==> src/hscp_pkg.sv <==
// Package of register addresses, widths and timing counts for the host serial command port.
`default_nettype none
package hscp_pkg;
   localparam logic [7:0] ADDR_IRQ_MASK    = 8'h1f;
   localparam logic [7:0] ADDR_STATUS      = 8'h40;
   localparam logic [7:0] ADDR_STREAM_IN   = 8'h49;
   localparam logic [7:0] ADDR_STREAM_OUT  = 8'h48;
   localparam logic [7:0] ADDR_FIFO_FLUSH  = 8'h01;
   localparam logic [7:0] ADDR_GEN_RESET   = 8'h02;
   localparam int         ADDR_W           = 8;
   localparam int         REG_W            = 16;
   localparam int         BYTE_W           = 8;
   localparam int         FIFO_DEPTH       = 128;
   localparam int         CNT_W            = 5;
   localparam logic [15:0] MASK_RESET      = 16'h0000;
   localparam logic [15:0] STATUS_RESET    = 16'h0000;
   localparam int         ST_FIFO_LEVEL    = 0;
   localparam int         ST_FIFO_OVERRUN  = 1;
   localparam int         ST_FIFO_UNDERRUN = 2;
   localparam int         ST_FIFO_EMPTY    = 3;
   localparam int         ST_EVENT_W       = 4;
   localparam int         CLK_PERIOD_NS    = 8;
endpackage
`default_nettype wire

==> src/hscp_fifo.sv <==
// Byte FIFO that carries streamed words across transactions.
`timescale 1ns/1ns
`default_nettype none
module hscp_fifo #(
   parameter int WIDTH = 8,
   parameter int DEPTH = 128
) (
   input  wire logic             clk_sys_i,
   input  wire logic             rst_n_i,
   input  wire logic             ce_i,
   input  wire logic             flush_i,
   input  wire logic             wr_valid_i,
   output logic                  wr_ready_o,
   input  wire logic [WIDTH-1:0] wr_data_i,
   input  wire logic             rd_ready_i,
   output logic                  rd_valid_o,
   output logic      [WIDTH-1:0] rd_data_o,
   output logic [$clog2(DEPTH):0] level_o
);
   localparam int AW = $clog2(DEPTH);
   if (DEPTH < 2 || (1 << AW) != DEPTH) begin : g_bad_depth
      $error("hscp_fifo depth must be a power of two");
   end
   logic [WIDTH-1:0] mem_r [DEPTH];
   logic [AW:0]      wp_r;
   logic [AW:0]      rp_r;
   logic             do_wr;
   logic             do_rd;
   assign level_o    = wp_r - rp_r;
   assign wr_ready_o = (level_o != DEPTH[AW:0]);
   assign rd_valid_o = (level_o != '0);
   assign rd_data_o  = mem_r[rp_r[AW-1:0]];
   assign do_wr      = wr_valid_i && wr_ready_o;
   assign do_rd      = rd_ready_i && rd_valid_o;
   always_ff @(posedge clk_sys_i) begin
      if (ce_i && do_wr) begin
         mem_r[wp_r[AW-1:0]] <= wr_data_i;
      end
   end
   always_ff @(posedge clk_sys_i or negedge rst_n_i) begin
      if (!rst_n_i) begin
         wp_r <= '0;
         rp_r <= '0;
      end else if (ce_i) begin
         if (flush_i) begin
            wp_r <= '0;
            rp_r <= '0;
         end else begin
            if (do_wr) wp_r <= wp_r + 1'b1;
            if (do_rd) rp_r <= rp_r + 1'b1;
         end
      end
   end
endmodule // hscp_fifo
`default_nettype wire

==> src/hscp_port.sv <==
// Host serial command port: serial slave, registers, two stream FIFOs and interrupt pin.
`timescale 1ns/1ns
`default_nettype none
// Operation
// - Each transaction opens with one address byte selecting the register.
// - After the address, one word is written in or read out, except on streaming and address-only registers.
// - Every data word is a whole number of bytes, width set by register.
// - Some addresses act on the address byte alone, with no data.
// - Command data is sampled at each rising serial clock edge.
// - Reply bits are stable through the high phase of the serial clock.
// - Streaming registers take many words per transaction through a FIFO.
// - FIFO contents build up across transactions toward a fill level.
// - Single-word transactions fill the stream FIFO just as well.
// - Status changes raise the interrupt only where their mask bit is set.
// - Interrupt mask register lives at address 1F.
// - Status register at address 40 tells the host what changed.
// - Oscillator enable low disables the port, freezes mask and status and drops osc_power_up_o; the stream FIFOs keep running.
// - Interrupt output is active low and open drain.
// - General reset low idles framing, clears mask and status and flushes both FIFOs.
module hscp_port #(
   parameter int FIFO_DEPTH = hscp_pkg::FIFO_DEPTH
) (
   input  wire logic        clk_sys_i,
   input  wire logic        rst_n_i,
   input  wire logic        ce_i,
   input  wire logic        general_reset_low_i,
   input  wire logic        oscillator_enable_pin_i,
   input  wire logic        serial_clk_i,
   input  wire logic        command_serial_in_i,
   input  wire logic        host_select_low_i,
   output logic             reply_data_o,
   output logic             reply_data_oe_n_o,
   output logic             host_interrupt_low_o,
   output logic             host_interrupt_low_oe_n_o,
   input  wire logic [15:0] status_event_i,
   output logic             osc_power_up_o,
   output logic [15:0]      irq_mask_o,
   output logic             core_reset_pulse_o,
   output logic [7:0]       stream_out_data_o,
   output logic             stream_out_valid_o,
   input  wire logic        stream_out_ready_i,
   input  wire logic [7:0]  stream_in_data_i,
   input  wire logic        stream_in_valid_i,
   output logic             stream_in_ready_o
);
   if (FIFO_DEPTH < 2 || (1 << $clog2(FIFO_DEPTH)) != FIFO_DEPTH) begin : g_bad_depth
      $error("hscp_port needs a power-of-two FIFO depth of at least 2");
   end
   localparam int LW = $clog2(FIFO_DEPTH) + 1;

   ////////////////////////////////////////////////////////////////////////////////
   // Pin synchronisers. The first stage of each pair feeds only its second stage.
   logic [4:0] sync1_r;
   logic [4:0] sync2_r;
   logic       sclk_d_r;
   always_ff @(posedge clk_sys_i or negedge rst_n_i) begin
      if (!rst_n_i) begin
         sync1_r <= 5'h1d;
         sync2_r <= 5'h1d;
      end else if (ce_i) begin
         sync1_r <= {general_reset_low_i, oscillator_enable_pin_i, serial_clk_i,
                     command_serial_in_i, host_select_low_i};
         sync2_r <= sync1_r;
      end
   end
   logic greset_n;
   logic osc_en;
   logic sclk_s;
   logic command_serial_in_s;
   logic sel_n_s;
   assign {greset_n, osc_en, sclk_s, command_serial_in_s, sel_n_s} = sync2_r;
   // Port is alive only with reset released and oscillator enabled.
   logic port_on;
   assign port_on = greset_n && osc_en;
   always_ff @(posedge clk_sys_i or negedge rst_n_i) begin
      // Reset to the idle high level of the serial clock so no false edge follows reset.
      if (!rst_n_i) sclk_d_r <= 1'b1;
      else if (ce_i) sclk_d_r <= sclk_s;
   end
   logic rise;
   logic fall;
   logic active;
   assign rise   = sclk_s && !sclk_d_r && active;
   assign fall   = !sclk_s && sclk_d_r && active;
   assign active = port_on && !sel_n_s;

   ////////////////////////////////////////////////////////////////////////////////
   // Serial framing.
   typedef enum logic [1:0] {
      HS_ADDR = 2'b00,
      HS_WR   = 2'b01,
      HS_RD   = 2'b10,
      HS_DONE = 2'b11
   } hscp_state_t;
   hscp_state_t st_r;
   logic [7:0]  addr_r;
   logic [15:0] shin_r;
   logic [15:0] shout_r;
   logic [4:0]  bitc_r;
   logic        wr_done;
   logic        rd_load;
   logic [4:0]  wlen;
   logic        streaming;
   logic [7:0]  sfifo_rd_data;
   logic        sfifo_rd_valid;
   logic [15:0] status_r;
   logic [15:0] mask_r;
   logic [LW-1:0] in_level;
   logic        in_wr_ready;
   logic        out_rd_valid;
   logic [7:0]  out_rd_data;

   // Word width per register, always a whole number of bytes.
   always_comb begin
      streaming = 1'b0;
      wlen      = 5'(hscp_pkg::REG_W);
      if (addr_r == hscp_pkg::ADDR_STREAM_IN || addr_r == hscp_pkg::ADDR_STREAM_OUT) begin
         streaming = 1'b1;
         wlen      = 5'(hscp_pkg::BYTE_W);
      end
   end
   logic [7:0] addr_full;
   assign addr_full = {shin_r[6:0], command_serial_in_s};
   logic addr_only;
   assign addr_only = (addr_full == hscp_pkg::ADDR_FIFO_FLUSH) ||
                      (addr_full == hscp_pkg::ADDR_GEN_RESET);
   logic addr_read;
   // Bit 6 marks a read, except for the stream input, which the host writes.
   assign addr_read = addr_full[6] && (addr_full != hscp_pkg::ADDR_STREAM_IN);

   always_ff @(posedge clk_sys_i or negedge rst_n_i) begin
      if (!rst_n_i) begin
         st_r   <= HS_ADDR;
         addr_r <= 8'h00;
         shin_r <= 16'h0000;
         bitc_r <= 5'h00;
      end else if (ce_i) begin
         if (!active) begin
            st_r   <= HS_ADDR;
            bitc_r <= 5'h00;
         end else if (rise) begin
            shin_r <= {shin_r[14:0], command_serial_in_s};
            bitc_r <= bitc_r + 5'h01;
            unique case (st_r)
               HS_ADDR: begin
                  if (bitc_r == 5'h07) begin
                     addr_r <= addr_full;
                     bitc_r <= 5'h00;
                     st_r   <= addr_only ? HS_DONE : (addr_read ? HS_RD : HS_WR);
                  end
               end
               HS_WR, HS_RD: begin
                  if (bitc_r == wlen - 5'h01) begin
                     bitc_r <= 5'h00;
                     st_r   <= streaming ? st_r : HS_DONE;
                  end
               end
               HS_DONE: bitc_r <= 5'h00;
            endcase
         end
      end
   end
   assign wr_done = rise && st_r == HS_WR && bitc_r == wlen - 5'h01;
   logic [15:0] wr_word;
   assign wr_word = {shin_r[14:0], command_serial_in_s};
   logic addr_end;
   assign addr_end = rise && st_r == HS_ADDR && bitc_r == 5'h07;
   assign rd_load  = (addr_end && addr_read && !addr_only) ||
                     (rise && st_r == HS_RD && bitc_r == wlen - 5'h01 && streaming);

   ////////////////////////////////////////////////////////////////////////////////
   // Reply shifter. Shifts on the falling edge so each bit holds through clock high.
   logic [15:0] rd_word;
   logic [7:0]  rd_addr;
   assign rd_addr = addr_end ? addr_full : addr_r;
   always_comb begin
      rd_word = 16'h0000;
      if (rd_addr == hscp_pkg::ADDR_STATUS) rd_word = status_r;
      else if (rd_addr == hscp_pkg::ADDR_STREAM_OUT) rd_word = {out_rd_data, 8'h00};
   end
   always_ff @(posedge clk_sys_i or negedge rst_n_i) begin
      if (!rst_n_i) begin
         shout_r           <= 16'h0000;
         reply_data_o      <= 1'b0;
         reply_data_oe_n_o <= 1'b1;
      end else if (ce_i) begin
         reply_data_oe_n_o <= !(active && (st_r == HS_RD || rd_load));
         if (rd_load) begin
            shout_r <= rd_word;
         end else if (fall && st_r == HS_RD) begin
            reply_data_o <= shout_r[15];
            shout_r      <= {shout_r[14:0], 1'b0};
         end
      end
   end

   ////////////////////////////////////////////////////////////////////////////////
   // Stream FIFOs, kept across transactions until flushed.
   logic flush;
   assign flush = (addr_end && addr_full == hscp_pkg::ADDR_FIFO_FLUSH) || !greset_n;
   logic in_push;
   assign in_push = wr_done && addr_r == hscp_pkg::ADDR_STREAM_IN;
   logic out_pop;
   assign out_pop = rd_load && rd_addr == hscp_pkg::ADDR_STREAM_OUT && out_rd_valid;
   logic sfifo_rd_ready;
   assign sfifo_rd_ready = stream_out_ready_i || !stream_out_valid_o;
   hscp_fifo #(.WIDTH(8), .DEPTH(FIFO_DEPTH)) u_in_fifo (
      .clk_sys_i  (clk_sys_i),
      .rst_n_i    (rst_n_i),
      .ce_i       (ce_i),
      .flush_i    (flush),
      .wr_valid_i (in_push),
      .wr_ready_o (in_wr_ready),
      .wr_data_i  (wr_word[7:0]),
      .rd_ready_i (sfifo_rd_ready),
      .rd_valid_o (sfifo_rd_valid),
      .rd_data_o  (sfifo_rd_data),
      .level_o    (in_level)
   );
   hscp_fifo #(.WIDTH(8), .DEPTH(FIFO_DEPTH)) u_out_fifo (
      .clk_sys_i  (clk_sys_i),
      .rst_n_i    (rst_n_i),
      .ce_i       (ce_i),
      .flush_i    (flush),
      .wr_valid_i (stream_in_valid_i),
      .wr_ready_o (stream_in_ready_o),
      .wr_data_i  (stream_in_data_i),
      .rd_ready_i (out_pop),
      .rd_valid_o (out_rd_valid),
      .rd_data_o  (out_rd_data),
      .level_o    ()
   );
   always_ff @(posedge clk_sys_i or negedge rst_n_i) begin
      if (!rst_n_i) begin
         stream_out_valid_o <= 1'b0;
         stream_out_data_o  <= 8'h00;
      end else if (ce_i && sfifo_rd_ready) begin
         stream_out_valid_o <= sfifo_rd_valid;
         stream_out_data_o  <= sfifo_rd_data;
      end
   end

   ////////////////////////////////////////////////////////////////////////////////
   // Mask, status and interrupt pin.
   logic [15:0] ev;
   // Bits 3 to 0: output empty, output underrun, input overrun, input full.
   assign ev = status_event_i |
               {12'h000, !out_rd_valid,
                rd_load && !out_rd_valid && rd_addr == hscp_pkg::ADDR_STREAM_OUT,
                in_push && !in_wr_ready, in_level == LW'(FIFO_DEPTH)};
   logic status_rd_end;
   assign status_rd_end = rise && st_r == HS_RD && bitc_r == wlen - 5'h01 &&
                          addr_r == hscp_pkg::ADDR_STATUS;
   always_ff @(posedge clk_sys_i or negedge rst_n_i) begin
      if (!rst_n_i) begin
         mask_r   <= hscp_pkg::MASK_RESET;
         status_r <= hscp_pkg::STATUS_RESET;
      end else if (ce_i) begin
         // Powersave only freezes the registers; the general reset clears both, and a status read clears the status.
         if (!greset_n) begin
            mask_r   <= hscp_pkg::MASK_RESET;
            status_r <= hscp_pkg::STATUS_RESET;
         end else if (osc_en) begin
            if (wr_done && addr_r == hscp_pkg::ADDR_IRQ_MASK) mask_r <= wr_word;
            // Reading clears the status, but a new event in that cycle wins.
            status_r <= (status_rd_end ? 16'h0000 : status_r) | ev;
         end
      end
   end
   assign irq_mask_o = mask_r;
   always_ff @(posedge clk_sys_i or negedge rst_n_i) begin
      if (!rst_n_i) begin
         host_interrupt_low_oe_n_o <= 1'b1;
         osc_power_up_o            <= 1'b0;
         core_reset_pulse_o        <= 1'b0;
      end else if (ce_i) begin
         host_interrupt_low_oe_n_o <= !(|(status_r & mask_r));
         osc_power_up_o            <= osc_en;
         core_reset_pulse_o        <= addr_end && addr_full == hscp_pkg::ADDR_GEN_RESET;
      end
   end
   assign host_interrupt_low_o = 1'b0;

   a_irq_masked: assert property (@(posedge clk_sys_i) disable iff (!rst_n_i)
      ce_i && !(|(status_r & mask_r)) |=> host_interrupt_low_oe_n_o)
      else $error("interrupt driven with no unmasked status");
   a_irq_raise: assert property (@(posedge clk_sys_i) disable iff (!rst_n_i)
      ce_i && (|(status_r & mask_r)) |=> !host_interrupt_low_oe_n_o)
      else $error("interrupt not pulled low");
   a_reply_release: assert property (@(posedge clk_sys_i) disable iff (!rst_n_i)
      ce_i && sel_n_s |=> reply_data_oe_n_o)
      else $error("reply driven while deselected");
   a_reply_stable: assert property (@(posedge clk_sys_i) disable iff (!rst_n_i)
      sclk_s && sclk_d_r |-> $stable(reply_data_o))
      else $error("reply changed during clock high");
   a_powersave_idle: assert property (@(posedge clk_sys_i) disable iff (!rst_n_i)
      ce_i && !osc_en |=> st_r == HS_ADDR)
      else $error("port active in powersave");
   a_addr_byte: assert property (@(posedge clk_sys_i) disable iff (!rst_n_i)
      ce_i && addr_end && !addr_only |=> st_r != HS_ADDR)
      else $error("address byte did not end");
   a_addr_only: assert property (@(posedge clk_sys_i) disable iff (!rst_n_i)
      ce_i && addr_end && addr_only |=> st_r == HS_DONE)
      else $error("address-only command expected data");
   a_mask_write: assert property (@(posedge clk_sys_i) disable iff (!rst_n_i)
      ce_i && port_on && wr_done && addr_r == hscp_pkg::ADDR_IRQ_MASK |=> mask_r == $past(wr_word))
      else $error("mask register not written");
   a_stream_stay: assert property (@(posedge clk_sys_i) disable iff (!rst_n_i)
      ce_i && active && wr_done && streaming |=> st_r == HS_WR)
      else $error("stream ended after one word");
endmodule // hscp_port
`default_nettype wire

==> config.mk <==
export PLATFORM = sky130hd
export DESIGN_NAME = hscp_port
export DESIGN_NICKNAME = d
export VERILOG_FILES = /design/src/hscp_pkg.sv /design/src/hscp_fifo.sv /design/src/hscp_port.sv
export SDC_FILE = /design/constraint.sdc
export NUM_CORES = 2
export LEC_CHECK = 0
export BUFFER_PORTS_ARGS = -buffer_cell sky130_fd_sc_hd__buf_2
export CAP_MARGIN = 20
export CORE_ASPECT_RATIO = 1.25
export CORE_UTILIZATION = 45
export DETAILED_ROUTE_END_ITERATION = 6
export GPL_ROUTABILITY_DRIVEN = 0
export MAX_ROUTING_LAYER = met4
export RECOVER_POWER = 50
export SLEW_MARGIN = 0
export SYNTH_ARGS = -nofsm -noshare
export SYNTH_HDL_FRONTEND = slang
export SYNTH_SLANG_ARGS = --single-unit
==> constraint.sdc <==
create_clock -name clk_sys_i -period 4.4 [get_ports clk_sys_i]
set_clock_uncertainty 0.2 [all_clocks]
set_input_delay 0.44 -clock clk_sys_i [delete_from_list [all_inputs] [get_ports clk_sys_i]]
set_output_delay 0.44 -clock clk_sys_i [all_outputs]
set_load 0.05 [all_outputs]
==> out/metrics.yaml <==
rr_endpoint: "u_in_fifo.mem_r[100][2]$_DFFE_PP_"
coreArea_sq_um: 192100
worst_pin_slew_ns: 4.170
slew_headroom_pct: -178.0
status: "complete, but fails checks"
area_growth_pct: 13.11
synth-edff-count: 2048
die_area_sq_um: 194900
grt_pass1_wl_um: 323700
yosysSeqAreaShare_pct: 74.66
synth-main-ff-cell: "edfxtp_1"
fp.dieW_um: 395.1
cts_tree: "yes"
finalCriticalPeriod_ns: 4.206
whs_endpoint: "status_r[8]$_DFFE_PN0P_"
rows: 180
hold_depth: 3
grt_pass1_vias: 46540
synth_top_area_cell: "edfxtp_1"
wl_met2_um: 112600
endpoint_kind: "output pin"
power_uw: 46220
syn_avg_cell_area_sq_um: 18.23
required_ns: 3.76
violations: "capacitance limit, slew limit"
setup_violations: 0
final_core_util_pct: 51.18
leakage_uw: 0.03046
drt_iter0_markers: 3992
fp.dieH_um: 493.4
wl_per_cell_um: 28.64
min_period_over_period_pct: 95.60
synth_warnings: 0
powerDensity_nw_per_um2: 470.1
grt_setup_unrepaired: "yes"
cts-root-buf: "clkbuf_16"
dpl.hpwl_um: 140700
ant_nets: 0
cts_buffers: 208
hp-class: "in2reg"
dp.cells: 7302
slew_violations: 1548
yosysMostFrequentCell: "edfxtp_1"
top_layer: "met4"
wl_um: 221500
initial_core_util_pct: 45.24
drive_gt1_share_pct: 18.86
viasPerCell: 5.913
synthTopCellsByCount: "edfxtp_1 (2048), nor2_1 (372), mux2i_1 (353), mux4_2 (340), nand2_1 (199)"
synthCells: 4768
tns_ns: 0
htree_num_levels: 4
ys_top_cells_by_area: "edfxtp_1 (71%), mux4_2 (8.8%), mux2i_1 (4.1%)"
drc: 0
fin_cells: 7734
synthArstFlopShare_pct: 6.184
peakVddDrop_mv: 0.4335
met3_length_um: 11540
grt_max_degree: 129
hold_viol_final: 0
cp_max_fo: 4
synth_top_area_share_pct: 70.76
cp.arrival_ns: 3.57
min-delay-start: "status_event_i[8]"
clock_sinks: 2183
r2r_setup_slack_ns: 0.20
r2r_start: "u_in_fifo.rp_r[1]$_DFFE_PN0P_"
met1Wirelength_um: 89020
r2r_cells: 10
crit_path_start: "u_out_fifo.rp_r[1]$_DFFE_PN0P_"
layout.nets: 5055
overflow: 0
antenna_found_initial: 7
synth_nets: 4824
max_freq_mhz: 237.7
clockBufferDepth: 3
synth_area_sq_um: 86920
grtUsageTotal_pct: 23.38
num_vias: 45730
pin_count: 66
path_class: "reg2out"
numPortBuffers: 64
timing.hold.ws_ns: 0.1422
dr.pass1.iters: 6
clock_latency_ns: 0.87
synth_seq_cells: 2183
worstSetupStartpointType: "flip-flop"
cap_viol_max_count: 22
synth_cell_type_count: 87
path_clk_slew_ns: 0.06
## layout by cell type, fill, tap and decap left out, types with 46 or more instances in the layout
| master | count |
|---|---|
| o21ai_0 | 142 |
| nor3_1 | 58 |
| dfrtp_1 | 110 |
| mux2i_1 | 353 |
| clkbuf_16 | 211 |
| a221oi_1 | 55 |
| mux4_2 | 340 |
| nor2_1 | 368 |
| o221ai_1 | 104 |
| edfxtp_1 | 2048 |
| buf_4 | 143 |
| nand3_1 | 46 |
| a21oi_1 | 121 |
| nand2_1 | 198 |
| clkbuf_1 | 74 |
## routing by layer
metal	up-vias	GRT usage [%]
li1	19890	-
met5	-	-
met4	0	8.638
met2	1546	38.68
met3	383	3.080
met1	23910	29.57
## state kept, by name, summed over array words and instances, names as in the netlist, 2 cells and up
signal / flops
u_out_fifo.wp_r: 8
sync1_r: 5
addr_r: 8
stream_out_data_o: 8
shin_r: 15
u_in_fifo.mem_r: 1024
shout_r: 16
u_out_fifo.mem_r: 1024
sync2_r: 5
u_in_fifo.rp_r: 8
u_out_fifo.rp_r: 8
status_r: 16
irq_mask_o: 16
st_r: 2
bitc_r: 5
u_in_fifo.wp_r: 8
## how the worst max path moves through the flow
stage,endpoint,slack [ns],cells after the start
2_1_floorplan,u_out_fifo.mem_r[72][0]$_DFFE_PP_,0.16,14
6_report,stream_in_ready_o,0.19,9
5_1_grt,u_in_fifo.mem_r[60][7]$_DFFE_PP_,-0.04,10
3_5_place_dp,u_in_fifo.mem_r[100][2]$_DFFE_PP_,0.15,10
3_3_place_gp,u_in_fifo.mem_r[76][2]$_DFFE_PP_,0.19,10
4_1_cts,u_in_fifo.mem_r[100][2]$_DFFE_PP_,0.16,10
## timing repair
item | in CTS | in global routing
hold endpoints to repair | 260 | 0
hold buffers | 35 | 0
endpoints found under the setup margin | 0 | 72
gates resized for setup | 0 | 1
buffers inserted | 0 | 0
## where the power goes
group / switching [uW] / internal (uW)
sequential: 244 / 23100
clock: 7780 / 11000
combinational: 2650 / 1470
## worst max-delay path: stages, from the launching register on
cell	delay (ns)
dfrtp_4	0.49
inv_1	0.08
ha_1	0.24
nor2b_1	0.15
o211a_1	0.24
o31ai_2	0.32
nor4b_1	0.47
o21a_1	0.24
nand2_1	0.21
buf_2	0.29
## logic make-up (layout without fill, tap and decap cells)
group	after synthesis	in the layout	share of synthesized area, %
buf+inv	304	717	1.657
simple gates	841	841	4.431
flops	2183	2183	74.66
other cells	1	6	0.004314
mux	733	733	13.39
fa+ha+maj	22	22	0.3167
xor+xnor	18	18	0.1814
compound gates	666	666	5.358
## cell type report
class,count,area (sq um)
Fill cell,15290,93790
Sequential cell,2183,64940
Multi-Input combinational cell,2281,20630
Clock buffer,244,5444
Tap cell,2548,3188
Timing Repair Buffer,289,2211
Clock inverter,148,1755
Inverter,36,135.1
Antenna cell,5,12.51
## metrics by stage
stage	cell area [sq um]	worst slack [ns]
global route	98310	-0.04458
global placement	90930	0.1933
detailed placement	90930	0.1528
finish	98320	0.1938
CTS	98480	0.1620
floorplan	86920	0.1589
Power figures use the tool's default switching activity.
